--- config.mk ---
export PLATFORM = sky130hd
export DESIGN_NAME = fpc_clock_ctrl
export DESIGN_NICKNAME = d
export VERILOG_FILES = /design/src/design/fpc_sync_pipe.v /design/src/design/fpc_clock_ctrl.v
export VERILOG_INCLUDE_DIRS = /design/src /design/src/design
export SDC_FILE = /design/constraint.sdc
export NUM_CORES = 1
export LEC_CHECK = 0
export ABC_AREA = 1
export BUFFER_PORTS_ARGS = -buffer_cell sky130_fd_sc_hd__buf_2
export CAP_MARGIN = 30
export CORE_MARGIN = 1
export CORE_UTILIZATION = 60
export CTS_CLUSTER_SIZE = 40
export DETAILED_ROUTE_END_ITERATION = 6
export PLACE_DENSITY = 0.83
export SLEW_MARGIN = 20
export SYNTH_ARGS = -nofsm -noshare
export SYNTH_HDL_FRONTEND = slang
export SYNTH_HIERARCHICAL = 1
export SYNTH_SLANG_ARGS = --single-unit
--- constraint.sdc ---
create_clock -name CLK -period 11.02 [get_ports CLK]
set_clock_uncertainty 0.15 [all_clocks]
set_input_delay 1.102 -clock CLK [delete_from_list [all_inputs] [get_ports CLK]]
set_output_delay 1.102 -clock CLK [all_outputs]
set_load 0.03 [all_outputs]
--- src/design/fpc_clock_map.vh ---
// Register map, field positions, reset values and state codes of the clock mode controller
`ifndef FPC_CLOCK_MAP_VH
`define FPC_CLOCK_MAP_VH

// Register word offsets on the plain register port
`define FPC_ADDR_W          3
`define FPC_ADDR_SRC_CTRL   3'h0
`define FPC_ADDR_PLL_CTRL   3'h1
`define FPC_ADDR_STATUS     3'h2
`define FPC_ADDR_MODE       3'h3
`define FPC_ADDR_MULT       3'h4

// Source control register fields
`define FPC_CLOCK_SOURCE_SELECT_HI         7
`define FPC_CLOCK_SOURCE_SELECT_LO         6
`define FPC_REF_DIVIDER_HI         5
`define FPC_REF_DIVIDER_LO         3
`define FPC_INTERNAL_REF_SELECT_BIT       2
`define FPC_EXT_REF_CLOCK_ENABLE_BIT     1
`define FPC_LP_BIT          0
`define FPC_SRC_CTRL_RST    8'h04

// PLL, lock and monitor control register fields
`define FPC_LOSS_LOCK_IRQ_ENABLE_BIT       7
`define FPC_PLL_SELECT_BIT        6
`define FPC_CME_BIT         5
`define FPC_VCO_MULTIPLIER_SELECT_HI         3
`define FPC_VCO_MULTIPLIER_SELECT_LO         0
`define FPC_PLL_CTRL_RST    8'h01
`define FPC_PLL_CTRL_WMASK  8'hEF

// Status register fields
`define FPC_LOCK_LOST_STICKY_BIT        7
`define FPC_LOCK_BIT        6
`define FPC_PLLST_BIT       5
`define FPC_IREFST_BIT      4
`define FPC_CLKST_HI        3
`define FPC_CLKST_LO        2

// Clock source select codes
`define FPC_SRC_FLL         2'h0
`define FPC_SRC_INT         2'h1
`define FPC_SRC_EXT         2'h2
`define FPC_SRC_PLL         2'h3

// Debug link clock source codes
`define FPC_LINK_OFF        2'h0
`define FPC_LINK_FLL        2'h1
`define FPC_LINK_DCO_HALF   2'h2

// Multiplier field codes and factors
`define FPC_VCO_MULTIPLIER_SELECT_RESERVED   4'h0
`define FPC_VCO_MULTIPLIER_SELECT_MAX        4'hA
`define FPC_MULT_STEP       6'h04
`define FPC_MULT_CAP        6'h28
`define FPC_MULT_NONE       6'h00
`define FPC_REF_DIVIDER_NONE       3'h0

// Internal synchronisation depth of the control word
`define FPC_SYNC_STAGES     2
`define FPC_CTRL_W          16

// One-hot operating states
`define FPC_ST_FEI          9'h001
`define FPC_ST_FEE          9'h002
`define FPC_ST_FBI          9'h004
`define FPC_ST_FBE          9'h008
`define FPC_ST_PEE          9'h010
`define FPC_ST_PBE          9'h020
`define FPC_ST_BLPI         9'h040
`define FPC_ST_BLPE         9'h080
`define FPC_ST_STOP         9'h100

`endif

--- src/design/fpc_sync_pipe.v ---
// Delay pipeline that carries written control bits into the mode logic
`timescale 1ns/1ps
`default_nettype none
`include "fpc_clock_map.vh"

module fpc_sync_pipe
(
  // Clock and reset
  input  wire                     CLK,
  input  wire                     RSTN,
  // Control word in and out
  input  wire [`FPC_CTRL_W-1:0]   D_IN,
  input  wire [`FPC_CTRL_W-1:0]   RST_VAL,
  output wire [`FPC_CTRL_W-1:0]   D_OUT
);

  wire [`FPC_CTRL_W-1:0] stage_w [0:`FPC_SYNC_STAGES];

  assign stage_w[0] = D_IN;

  // One register per stage; stages reset to zero, the constant tied at the instance drives the output instead
  genvar gi;
  generate
    for (gi = 0; gi < `FPC_SYNC_STAGES; gi = gi + 1)
    begin : g_stage
      reg [`FPC_CTRL_W-1:0] q_r;
      always @(posedge CLK or negedge RSTN)
      begin
        if (!RSTN)
          q_r <= {`FPC_CTRL_W{1'b0}};
        else
          q_r <= stage_w[gi];
      end
      assign stage_w[gi+1] = q_r;
    end
  endgenerate

  // Outputs follow reset constant until the pipe has filled once
  reg [`FPC_SYNC_STAGES-1:0] fill_r;
  always @(posedge CLK or negedge RSTN)
  begin
    if (!RSTN)
      fill_r <= {`FPC_SYNC_STAGES{1'b0}};
    else
      fill_r <= {fill_r[`FPC_SYNC_STAGES-2:0], 1'b1};
  end

  assign D_OUT = fill_r[`FPC_SYNC_STAGES-1] ? stage_w[`FPC_SYNC_STAGES] : RST_VAL;

endmodule // fpc_sync_pipe

`default_nettype wire

--- src/design/fpc_clock_ctrl.v ---
// Clock generator mode controller: registers, mode state machine, lock and monitor logic
`timescale 1ns/1ps
`default_nettype none
`include "fpc_clock_map.vh"

module fpc_clock_ctrl
(
  // Clock and reset
  input  wire        CLK,
  input  wire        RSTN,
  // Register port
  input  wire [2:0]  ADDR,
  input  wire [7:0]  WDATA,
  input  wire        WR,
  input  wire        RD,
  output reg  [7:0]  RDATA,
  // Analog side status
  input  wire        BACKGROUND_DEBUG_MODE,
  input  wire        STOP_REQ,
  input  wire        FLL_LOCKED,
  input  wire        PLL_LOCKED,
  input  wire        EXT_CLK_LOST,
  // Clock controls
  output reg  [1:0]  GEN_OUTPUT_SRC,
  output reg  [1:0]  DEBUG_LINK_SRC,
  output reg         FLL_ENABLE,
  output reg         PLL_ENABLE,
  output reg         REF_INTERNAL,
  output reg  [2:0]  REF_DIVIDER,
  output reg  [5:0]  PLL_MULT,
  output reg         EXT_REF_CLOCK_ENABLE,
  // Requests
  output reg         LOSS_LOCK_IRQ,
  output reg         EXT_CLK_RESET_REQ
);

  // Software-visible control bits
  reg  [1:0] clock_source_select_r;
  reg  [2:0] ref_divider_r;
  reg        internal_ref_select_r;
  reg        ext_ref_clock_enable_r;
  reg        low_power_bypass_r;
  reg        loss_lock_irq_enable_r;
  reg        pll_select_r;
  reg        ext_clock_monitor_enable_r;
  reg  [3:0] vco_multiplier_select_r;

  // State and lock tracking
  reg  [8:0] mode_r;
  reg  [8:0] mode_nxt;
  reg        lock_lost_sticky_r;
  reg        lock_seen_r;
  reg        lock_r;

  wire [`FPC_CTRL_W-1:0] ctrl_w;
  wire [`FPC_CTRL_W-1:0] ctrl_sync_w;
  wire [`FPC_CTRL_W-1:0] ctrl_rst_w;

  // Factor applied by the PLL for a multiplier code
  function [5:0] vco_factor;
    input [3:0] code;
    begin
      if (code == `FPC_VCO_MULTIPLIER_SELECT_RESERVED)
        vco_factor = `FPC_MULT_NONE;
      else if (code > `FPC_VCO_MULTIPLIER_SELECT_MAX)
        vco_factor = `FPC_MULT_CAP;
      else
        vco_factor = {2'b00, code} * `FPC_MULT_STEP;
    end
  endfunction

  // Requested state from the synchronised selection bits
  function [8:0] target_mode;
    input [1:0] clock_source_select;
    input       internal_ref_select;
    input       pll_select;
    input       lp;
    input [2:0] ref_divider;
    input       background_debug_mode;
    input [8:0] cur;
    begin
      target_mode = cur;  // Unsupported combination: previous clock stays
      case (clock_source_select)
        `FPC_SRC_FLL:
        begin
          if (internal_ref_select && !pll_select && ref_divider == `FPC_REF_DIVIDER_NONE)
            target_mode = `FPC_ST_FEI;
          else if (!internal_ref_select && !pll_select)
            target_mode = `FPC_ST_FEE;
          else if (!internal_ref_select && pll_select)
            target_mode = `FPC_ST_PEE;
        end
        `FPC_SRC_INT:
        begin
          if (internal_ref_select && lp && !background_debug_mode)
            target_mode = `FPC_ST_BLPI;
          else if (internal_ref_select && ref_divider == `FPC_REF_DIVIDER_NONE)
            target_mode = `FPC_ST_FBI;
        end
        `FPC_SRC_EXT:
        begin
          if (!internal_ref_select && lp && !background_debug_mode)
            target_mode = `FPC_ST_BLPE;
          else if (!internal_ref_select && pll_select)
            target_mode = `FPC_ST_PBE;
          else if (!internal_ref_select)
            target_mode = `FPC_ST_FBE;
        end
        `FPC_SRC_PLL:
        begin
          if (!internal_ref_select && pll_select)
            target_mode = `FPC_ST_PEE;
        end
        default:
          target_mode = cur;
      endcase
    end
  endfunction

  // Allowed moves between state pairs; stop can be entered and left from any
  function allowed_move;
    input [8:0] a;
    input [8:0] b;
    reg   [8:0] p;
    begin
      p = a | b;
      allowed_move = (a == b) || p[8] ||
        (p == (`FPC_ST_FEI | `FPC_ST_FEE)) || (p == (`FPC_ST_FEI | `FPC_ST_FBI)) ||
        (p == (`FPC_ST_FEI | `FPC_ST_FBE)) || (p == (`FPC_ST_FEE | `FPC_ST_FBI)) ||
        (p == (`FPC_ST_FEE | `FPC_ST_FBE)) || (p == (`FPC_ST_FBI | `FPC_ST_FBE)) ||
        (p == (`FPC_ST_FBI | `FPC_ST_BLPI)) || (p == (`FPC_ST_FBE | `FPC_ST_BLPE)) ||
        (p == (`FPC_ST_FBE | `FPC_ST_PBE)) || (p == (`FPC_ST_PBE | `FPC_ST_PEE)) ||
        (p == (`FPC_ST_PBE | `FPC_ST_BLPE));
    end
  endfunction

  // Index of a one-hot state for the mode readback
  function [3:0] mode_index;
    input [8:0] m;
    integer k;
    begin
      mode_index = 4'h0;
      for (k = 0; k < 9; k = k + 1)
        if (m[k])
          mode_index = k[3:0];
    end
  endfunction

  // Register writes land at once
  always @(posedge CLK or negedge RSTN)
  begin
    if (!RSTN)
    begin
      clock_source_select_r      <= 2'h0;
      ref_divider_r              <= 3'h0;
      internal_ref_select_r      <= 1'b1;
      ext_ref_clock_enable_r     <= 1'b0;
      low_power_bypass_r         <= 1'b0;
      loss_lock_irq_enable_r     <= 1'b0;
      pll_select_r               <= 1'b0;
      ext_clock_monitor_enable_r <= 1'b0;
      vco_multiplier_select_r    <= 4'h1;
    end
    else if (WR && ADDR == `FPC_ADDR_SRC_CTRL)
    begin
      clock_source_select_r  <= WDATA[`FPC_CLOCK_SOURCE_SELECT_HI:`FPC_CLOCK_SOURCE_SELECT_LO];
      ref_divider_r          <= WDATA[`FPC_REF_DIVIDER_HI:`FPC_REF_DIVIDER_LO];
      internal_ref_select_r  <= WDATA[`FPC_INTERNAL_REF_SELECT_BIT];
      ext_ref_clock_enable_r <= WDATA[`FPC_EXT_REF_CLOCK_ENABLE_BIT];
      low_power_bypass_r     <= WDATA[`FPC_LP_BIT];
    end
    else if (WR && ADDR == `FPC_ADDR_PLL_CTRL)
    begin
      loss_lock_irq_enable_r     <= WDATA[`FPC_LOSS_LOCK_IRQ_ENABLE_BIT];
      pll_select_r               <= WDATA[`FPC_PLL_SELECT_BIT];
      ext_clock_monitor_enable_r <= WDATA[`FPC_CME_BIT];
      vco_multiplier_select_r    <= WDATA[`FPC_VCO_MULTIPLIER_SELECT_HI:`FPC_VCO_MULTIPLIER_SELECT_LO];
    end
  end

  // Selection word carried across the internal synchronisation delay
  assign ctrl_w = {clock_source_select_r, ref_divider_r, internal_ref_select_r,
                   low_power_bypass_r, pll_select_r, vco_multiplier_select_r,
                   BACKGROUND_DEBUG_MODE, STOP_REQ, 2'b00};
  assign ctrl_rst_w = {2'h0, 3'h0, 1'b1, 1'b0, 1'b0, 4'h1, 1'b0, 1'b0, 2'b00};

  fpc_sync_pipe u_sync
  (
    .CLK     (CLK),
    .RSTN    (RSTN),
    .D_IN    (ctrl_w),
    .RST_VAL (ctrl_rst_w),
    .D_OUT   (ctrl_sync_w)
  );

  wire [1:0] s_clock_source_select  = ctrl_sync_w[15:14];
  wire [2:0] s_ref_divider  = ctrl_sync_w[13:11];
  wire       s_internal_ref_select = ctrl_sync_w[10];
  wire       s_lp    = ctrl_sync_w[9];
  wire       s_pll_select  = ctrl_sync_w[8];
  wire [3:0] s_vco_multiplier_select  = ctrl_sync_w[7:4];
  wire       s_bdm   = ctrl_sync_w[3];
  wire       s_stop  = ctrl_sync_w[2];

  // Next state: stop overrides, otherwise move only along an allowed pair
  always @*
  begin
    mode_nxt = target_mode(s_clock_source_select, s_internal_ref_select, s_pll_select, s_lp, s_ref_divider, s_bdm, mode_r);
    if (s_stop)
      mode_nxt = `FPC_ST_STOP;
    else if (mode_r == `FPC_ST_STOP)
      mode_nxt = target_mode(s_clock_source_select, s_internal_ref_select, s_pll_select, s_lp, s_ref_divider, s_bdm, `FPC_ST_FEI);
    else if (!allowed_move(mode_r, mode_nxt))
      mode_nxt = mode_r;
  end

  // State register; illegal codes fall back to the default mode
  always @(posedge CLK or negedge RSTN)
  begin
    if (!RSTN)
      mode_r <= `FPC_ST_FEI;
    else
    begin
      case (mode_r)
        `FPC_ST_FEI, `FPC_ST_FEE, `FPC_ST_FBI, `FPC_ST_FBE, `FPC_ST_PEE,
        `FPC_ST_PBE, `FPC_ST_BLPI, `FPC_ST_BLPE, `FPC_ST_STOP:
          mode_r <= mode_nxt;
        default:
          mode_r <= `FPC_ST_FEI;
      endcase
    end
  end

  // Per-state outputs; loop enables follow the PLL select bit
  wire fll_mode_w = |(mode_r & (`FPC_ST_FEI | `FPC_ST_FEE | `FPC_ST_FBI | `FPC_ST_FBE));
  wire pll_mode_w = |(mode_r & (`FPC_ST_PEE | `FPC_ST_PBE));

  always @(posedge CLK or negedge RSTN)
  begin
    if (!RSTN)
    begin
      GEN_OUTPUT_SRC <= `FPC_SRC_FLL;
      DEBUG_LINK_SRC <= `FPC_LINK_FLL;
      FLL_ENABLE     <= 1'b1;
      PLL_ENABLE     <= 1'b0;
      REF_INTERNAL   <= 1'b1;
      REF_DIVIDER    <= 3'h0;
      PLL_MULT       <= `FPC_MULT_STEP;
    end
    else
    begin
      FLL_ENABLE   <= fll_mode_w && !s_pll_select;
      PLL_ENABLE   <= pll_mode_w && s_pll_select;
      REF_INTERNAL <= s_internal_ref_select;
      REF_DIVIDER  <= s_ref_divider;
      PLL_MULT     <= vco_factor(s_vco_multiplier_select);
      if (fll_mode_w)
        DEBUG_LINK_SRC <= `FPC_LINK_FLL;
      else if (pll_mode_w && s_bdm)
        DEBUG_LINK_SRC <= `FPC_LINK_DCO_HALF;
      else
        DEBUG_LINK_SRC <= `FPC_LINK_OFF;
      case (mode_r)
        `FPC_ST_FEI, `FPC_ST_FEE:
          GEN_OUTPUT_SRC <= `FPC_SRC_FLL;
        `FPC_ST_FBI, `FPC_ST_BLPI:
          GEN_OUTPUT_SRC <= `FPC_SRC_INT;
        `FPC_ST_FBE, `FPC_ST_PBE, `FPC_ST_BLPE:
          GEN_OUTPUT_SRC <= `FPC_SRC_EXT;
        `FPC_ST_PEE:
          GEN_OUTPUT_SRC <= `FPC_SRC_PLL;
        default:
          GEN_OUTPUT_SRC <= GEN_OUTPUT_SRC;                  // Stop holds the last choice
      endcase
    end
  end

  // Lock tracking; a control change restarts acquisition so stale lock is not trusted
  wire loop_locked_w = (FLL_ENABLE && FLL_LOCKED) || (PLL_ENABLE && PLL_LOCKED);
  wire ctrl_change_w = (ctrl_sync_w[15:4] != ctrl_w[15:4]) || (mode_nxt != mode_r);
  wire lol_event_w   = lock_seen_r && !loop_locked_w && !ctrl_change_w;
  wire lock_lost_sticky_clear_w  = WR && ADDR == `FPC_ADDR_STATUS && WDATA[`FPC_LOCK_LOST_STICKY_BIT];

  always @(posedge CLK or negedge RSTN)
  begin
    if (!RSTN)
    begin
      lock_seen_r        <= 1'b0;
      lock_r             <= 1'b0;
      lock_lost_sticky_r <= 1'b0;
    end
    else
    begin
      lock_r      <= loop_locked_w && !ctrl_change_w;
      lock_seen_r <= loop_locked_w && !ctrl_change_w;
      if (lol_event_w)
        lock_lost_sticky_r <= 1'b1;                          // set wins over clear
      else if (lock_lost_sticky_clear_w)
        lock_lost_sticky_r <= 1'b0;
    end
  end

  // Request outputs
  always @(posedge CLK or negedge RSTN)
  begin
    if (!RSTN)
    begin
      LOSS_LOCK_IRQ        <= 1'b0;
      EXT_CLK_RESET_REQ    <= 1'b0;
      EXT_REF_CLOCK_ENABLE <= 1'b0;
    end
    else
    begin
      LOSS_LOCK_IRQ        <= loss_lock_irq_enable_r && lock_lost_sticky_r;
      EXT_CLK_RESET_REQ    <= ext_clock_monitor_enable_r && EXT_CLK_LOST;
      EXT_REF_CLOCK_ENABLE <= ext_ref_clock_enable_r;
    end
  end

  // Read data one cycle after the strobe; unmapped addresses read zero
  always @(posedge CLK or negedge RSTN)
  begin
    if (!RSTN)
      RDATA <= 8'h00;
    else if (RD)
    begin
      case (ADDR)
        `FPC_ADDR_SRC_CTRL:
          RDATA <= {clock_source_select_r, ref_divider_r, internal_ref_select_r,
                    ext_ref_clock_enable_r, low_power_bypass_r};
        `FPC_ADDR_PLL_CTRL:
          RDATA <= {loss_lock_irq_enable_r, pll_select_r, ext_clock_monitor_enable_r,
                    1'b0, vco_multiplier_select_r};
        `FPC_ADDR_STATUS:
          RDATA <= {lock_lost_sticky_r, lock_r, PLL_ENABLE, REF_INTERNAL, GEN_OUTPUT_SRC, 2'b00};
        `FPC_ADDR_MODE:
          RDATA <= {2'b00, DEBUG_LINK_SRC, mode_index(mode_r)};
        `FPC_ADDR_MULT:
          RDATA <= {2'b00, PLL_MULT};
        default:
          RDATA <= 8'h00;
      endcase
    end
    else
      RDATA <= 8'h00;
  end

endmodule // fpc_clock_ctrl

`default_nettype wire

* After elaboration in Yosys (flattened, before gate mapping)
Index checks and enable logic that the tools add are counted.
** Storage, ports and cells
- Output and inout port bits :: 27
- Register bits :: 83
- Word-level logic and storage cells :: 154
** Cells by class
- Mux-type cells :: 40
- Reductions and logical operators :: 55
- Eq/ne operators :: 30
- Bitwise gates (word level) :: 2
- Magnitude comparators :: 1
** Operator list (count)
- 2-to-1 mux 9 bit :: 12
- one-hot mux 9 bit (4 select lines) :: 2
- one-hot mux 8 bit (5 select lines) :: 1
- equality test 9 x 4 -> 1 bit, second input constant :: 4
- 2-to-1 mux 4 bit :: 8
- equality test 9 x 3 -> 1 bit, second input constant :: 3
- equality test 9 x 6 -> 1 bit, second input constant :: 3
- equality test 9 x 8 -> 1 bit, second input constant :: 3
- logical AND 1 bit :: 23
- equality test 9 x 2 -> 1 bit, second input constant :: 2
- equality test 9 x 7 -> 1 bit, second input constant :: 2
- 2-to-1 mux 6 bit :: 3
- 2-to-1 mux 16 bit :: 1
- 2-to-1 mux 8 bit :: 2
- 2-to-1 mux 5 bit :: 3
- logical OR 1 bit :: 14
- inequality test 12 bit :: 1
- equality test 9 x 1 -> 1 bit, second input constant :: 1
- equality test 9 x 5 -> 1 bit, second input constant :: 1
- equality test 9 bit :: 1
- equality test 9 bit, second input constant :: 1
- inequality test 9 bit :: 1
- bitwise OR 9 bit :: 1
- OR reduction 9 bit :: 1
- 22 further kinds :: 34

* Longest topological paths before layout
- Depth in word-level cells :: 28
- Gate-level depth with buffers :: 36
- Depth with buffers taken out :: 34

* By module
Netlist, hierarchy kept.
** By module, submodules not included
- fpc_clock_ctrl :: area an instance 3452.1 um^2, times used 1, seq. area each 1285.0 um^2, cells each 516
- fpc_sync_pipe :: area an instance 1098.6 um^2, times used 1, seq. area each 850.8 um^2, cells each 87

* Least setup slack after synthesis
OpenSTA, ideal clock, no wires.
- Kind :: register to register
- Start point :: reg u_sync.fill_r[1]
- End point :: reg lock_r
- Path buffers :: 2
- Data arrival time :: 3360 ps
- Stages on the path, launching flop included :: 32
- Setup slack :: 7424 ps
- Cell sequence :: dfrtp_1 buf_6 buf_6 nand2_1 nand2_1 inv_1 nor2_1 nand2_1 inv_1 nor3_1 inv_1 a21oi_1 inv_1 a31oi_1 inv_1 ha_1 or3_1 nand2_1 nand3_1 nand2_1 nand3_1 inv_1 a21oi_2 nand2_1 nand2_1 nand3_1 nand2_1 nand2_1 nand2_1 a21oi_1 nand2_1 nor3_1
** On the way
- Cells in the longest elaborated chain, start to end :: 27
- Elaborated cells on any way between the ends :: 69
** RTL lines
- start, declared :: RTL line fpc_sync_pipe.v:39 : reg [`FPC_SYNC_STAGES-1:0] fill_r;
- start signal, assigned :: RTL line fpc_sync_pipe.v:43 : fill_r <= {`FPC_SYNC_STAGES{1'b0}};
- start signal, assigned :: RTL line fpc_sync_pipe.v:45 : fill_r <= {fill_r[`FPC_SYNC_STAGES-2:0], 1'b1};
- 2-to-1 mux 16 bit (*) :: RTL line fpc_sync_pipe.v:48 : assign D_OUT = fill_r[`FPC_SYNC_STAGES-1] ? stage_w[`FPC_SYNC_STAGES] : RST_VAL;
- via ctrl_sync_w[10] :: RTL line fpc_clock_ctrl.v:56 : wire [`FPC_CTRL_W-1:0] ctrl_sync_w;
- logical NOT 1 bit
- logical AND 1 bit :: RTL line fpc_clock_ctrl.v:90, fpc_clock_ctrl.v:104, fpc_clock_ctrl.v:111
- 2-to-1 mux 9 bit :: RTL line fpc_clock_ctrl.v:90, fpc_clock_ctrl.v:111
- 2-to-1 mux 9 bit :: RTL line fpc_clock_ctrl.v:88 : else if (!internal_ref_select && !pll_select)
- 2-to-1 mux 9 bit :: RTL line fpc_clock_ctrl.v:86 : if (internal_ref_select && !pll_select && ref_divider == `FPC_REF_DIVIDER_NONE)
- one-hot mux 9 bit (4 select lines) :: RTL line fpc_clock_ctrl.v:83 : case (clock_source_select)
- [2 not listed]
- logical OR 1 bit (11 in a row) :: RTL line fpc_clock_ctrl.v:127 : allowed_move = (a == b) || p[8] ||
- 2-to-1 mux 9 bit :: RTL line fpc_clock_ctrl.v:213 : else if (!allowed_move(mode_r, mode_nxt))
- 2-to-1 mux 9 bit :: RTL line fpc_clock_ctrl.v:211 : else if (mode_r == `FPC_ST_STOP)
- 2-to-1 mux 9 bit :: RTL line fpc_clock_ctrl.v:209 : if (s_stop)
- inequality test 9 bit :: RTL line fpc_clock_ctrl.v:280 : wire ctrl_change_w = (ctrl_sync_w[15:4] != ctrl_w[15:4]) || (mode_nxt != mode_r);
- logical OR 1 bit (*) :: RTL line fpc_clock_ctrl.v:280
- logical NOT 1 bit (*) :: RTL line fpc_clock_ctrl.v:294 : lock_r <= loop_locked_w && !ctrl_change_w;
- logical AND 1 bit (*) :: RTL line fpc_clock_ctrl.v:294
- end signal, assigned :: RTL line fpc_clock_ctrl.v:294
- end, declared :: RTL line fpc_clock_ctrl.v:53 : reg lock_r;
The timed path passes the listed nets; every way through them passes the cells marked *. The select of a mux whose other input is x is not followed.
A chain may end at the register's enable or synchronous reset.

* Final worst setup path
Ends and elaborated chain as after synthesis.

==> impl_metrics.tcl <==
set metrics [dict create \
    grt_max_degree 82 \
    finalSetupViolCount 0 \
    path_delay_family "simple AND/OR/NAND/NOR gates" \
    cp_slowest_cell "dfrtp_1" \
    hp-start "u_sync/g_stage[0].q_r[4]" \
    reg2reg_to "lock_r" \
    ios 47 \
    grt-ovfl-total 0 \
    clk_path_buf_depth 2 \
    finalSetupTns_ns 0 \
    synth.avg_cell_area_um2 7.47 \
    max_freq_mhz 208 \
    hold_path_class "reg2reg" \
    worstSetupStartpointType "flip-flop" \
    grt_usage 0.342 \
    leakage_nw 2.67 \
    hold_viol 0 \
    cap_violations 0 \
    finish.utilization 0.708 \
    worstPathMaxFanout 15 \
    fin_cells 747 \
    ir_drop_uv 160 \
    nNetsFinal 671 \
    clk_latency_ns 0.36 \
    antenna_cells 0 \
    worstHoldEndpoint "u_sync/g_stage[1].q_r[4]" \
    area_growth_pct 11.0 \
    worstReg2RegStart "u_sync/fill_r[1]" \
    worst-r2r-setup-slack_ns 6.22 \
    fill_cells 584 \
    ant_nets 0 \
    core_area_um2 6940 \
    finalMaxSlewViolations 0 \
    hpwlAfterDp_mm 8.93 \
    cts.sinks 81 \
    clk_pin_slew_ns 0.10 \
    yosys_warnings 6 \
    cp_data_arrival_time_ns 4.93 \
    dp_cells 731 \
    die_area_um2 7730 \
    wire_per_inst_um 16.2 \
    antenna_found_initial 0 \
    mostFrequentLayoutCell "nand2_1" \
    die-height_um 87.9 \
    worstPathRequired_ns 11.15 \
    whs_path_depth 0 \
    initial_core_util 0.638 \
    gp_congestion 0.983 \
    drc_errors 0 \
    drt-pass1-iter-count 5 \
    pre_cts_ws_ns 6.33 \
    criticalPathCategory "reg2reg" \
    layout_setup_ws_ns 6.22 \
    holdBufCountCts 0 \
    fin_area_um2 4920 \
    worst_pin_slew_ns 0.787 \
    worst_setup_path_end_kind "flip-flop" \
    vias 4248 \
    rsz0062_at_grt "no" \
    final_cell_mix "nand2_1, inv_1, dfrtp_1" \
    post-route-period-util 0.436 \
    h-tree-depth 3 \
    portBuffers 44 \
    cts_resized 0 \
    synth.cell_area_um2 4430 \
    drtIter0Drc 291 \
    crit_top_cell "nand2_1" \
    relSlewSlack 0.471 \
    cts_setup_buffers 0 \
    syn_inst 593 \
    cpPeakStageDelay_ns 0.68 \
    die_x_um 87.9 \
    cts_root_buf "clkbuf_8" \
    drive_gt1_frac 0.127 \
    r2r_cells 30 \
    grt_pass1_wl_mm 19.4 \
    wl_mm 12.1 \
    cts_inserted_buffers 9 \
    fin_crit_ns 4.80 \
    rows 30 \
    outcome "finished clean" \
    placed_area_um2 4720 \
    cts_tree "built" \
    viasPerCell 5.69 \
    power.density_nw_per_um2 235 \
    crit_buf_inv 7 \
    grt_pass1_vias 3991 \
]
registers in the layout, summed over array words and instances, names as in the netlist, 2 cells and up:
name / count
DEBUG_LINK_SRC: 2
clock_source_select_r: 2
u_sync/fill_r: 2
GEN_OUTPUT_SRC: 2
REF_DIVIDER: 3
u_sync/g_stage.q_r: 28
vco_multiplier_select_r: 4
PLL_MULT: 4
ref_divider_r: 3
mode_r: 9
RDATA: 8
worst max-delay path by stage:
stage / start / end / slack (ns) / cells after the start
final: u_sync/fill_r[1] / lock_r / 6.22 / 30
after global routing: u_sync/fill_r[1] / lock_r / 5.67 / 30
after CTS: u_sync/fill_r[1] / lock_r / 6.30 / 30
after detailed placement: u_sync/fill_r[1] / lock_r / 6.33 / 30
after global placement: u_sync/fill_r[1] / lock_lost_sticky_r / 6.49 / 32
after floorplan: u_sync/fill_r[1] / lock_r / 7.43 / 31
per-layer routing:
| metal | GRT usage | up-vias | share of wire |
|---|---|---|---|
| met1 | 0.488 | 1987 | 0.44 |
| met3 | 0.0848 | 34 | 0.098 |
| met4 | 0.137 | 0 | 0.029 |
| met5 | 0 | - | 0 |
| li1 | - | 1985 | - |
| met2 | 0.502 | 242 | 0.43 |
stage by stage:
stage | power (mW) | hold WS (ns)
finish | 1.16 | 0.200
global route | 1.23 | 0.205
CTS | 1.14 | 0.202
detailed placement | 0.929 | 0.185
global placement | 0.922 | 0.183
floorplan | 0.787 | 0.181
report_power, final:
group          switching [mW]  internal [mW]  leakage [nW]  total [mW]
Sequential             0.0637          0.357          1.02       0.420
Clock                   0.126         0.0887        0.0942       0.214
Combinational           0.365          0.157          1.55       0.521
Total                   0.554          0.602          2.67        1.16
layout make-up:
class | count | area (um2) | area share
repair buffers | 44 | 226 | 0.0461
well taps | 96 | 120 | 0.0244
clock inverters | 7 | 73.8 | 0.0150
multi-input cells | 429 | 2030 | 0.412
flip-flops and latches | 81 | 2040 | 0.414
inverters | 81 | 309 | 0.0628
clock buffers | 9 | 124 | 0.0252
(Power assumes the default switching activity.)
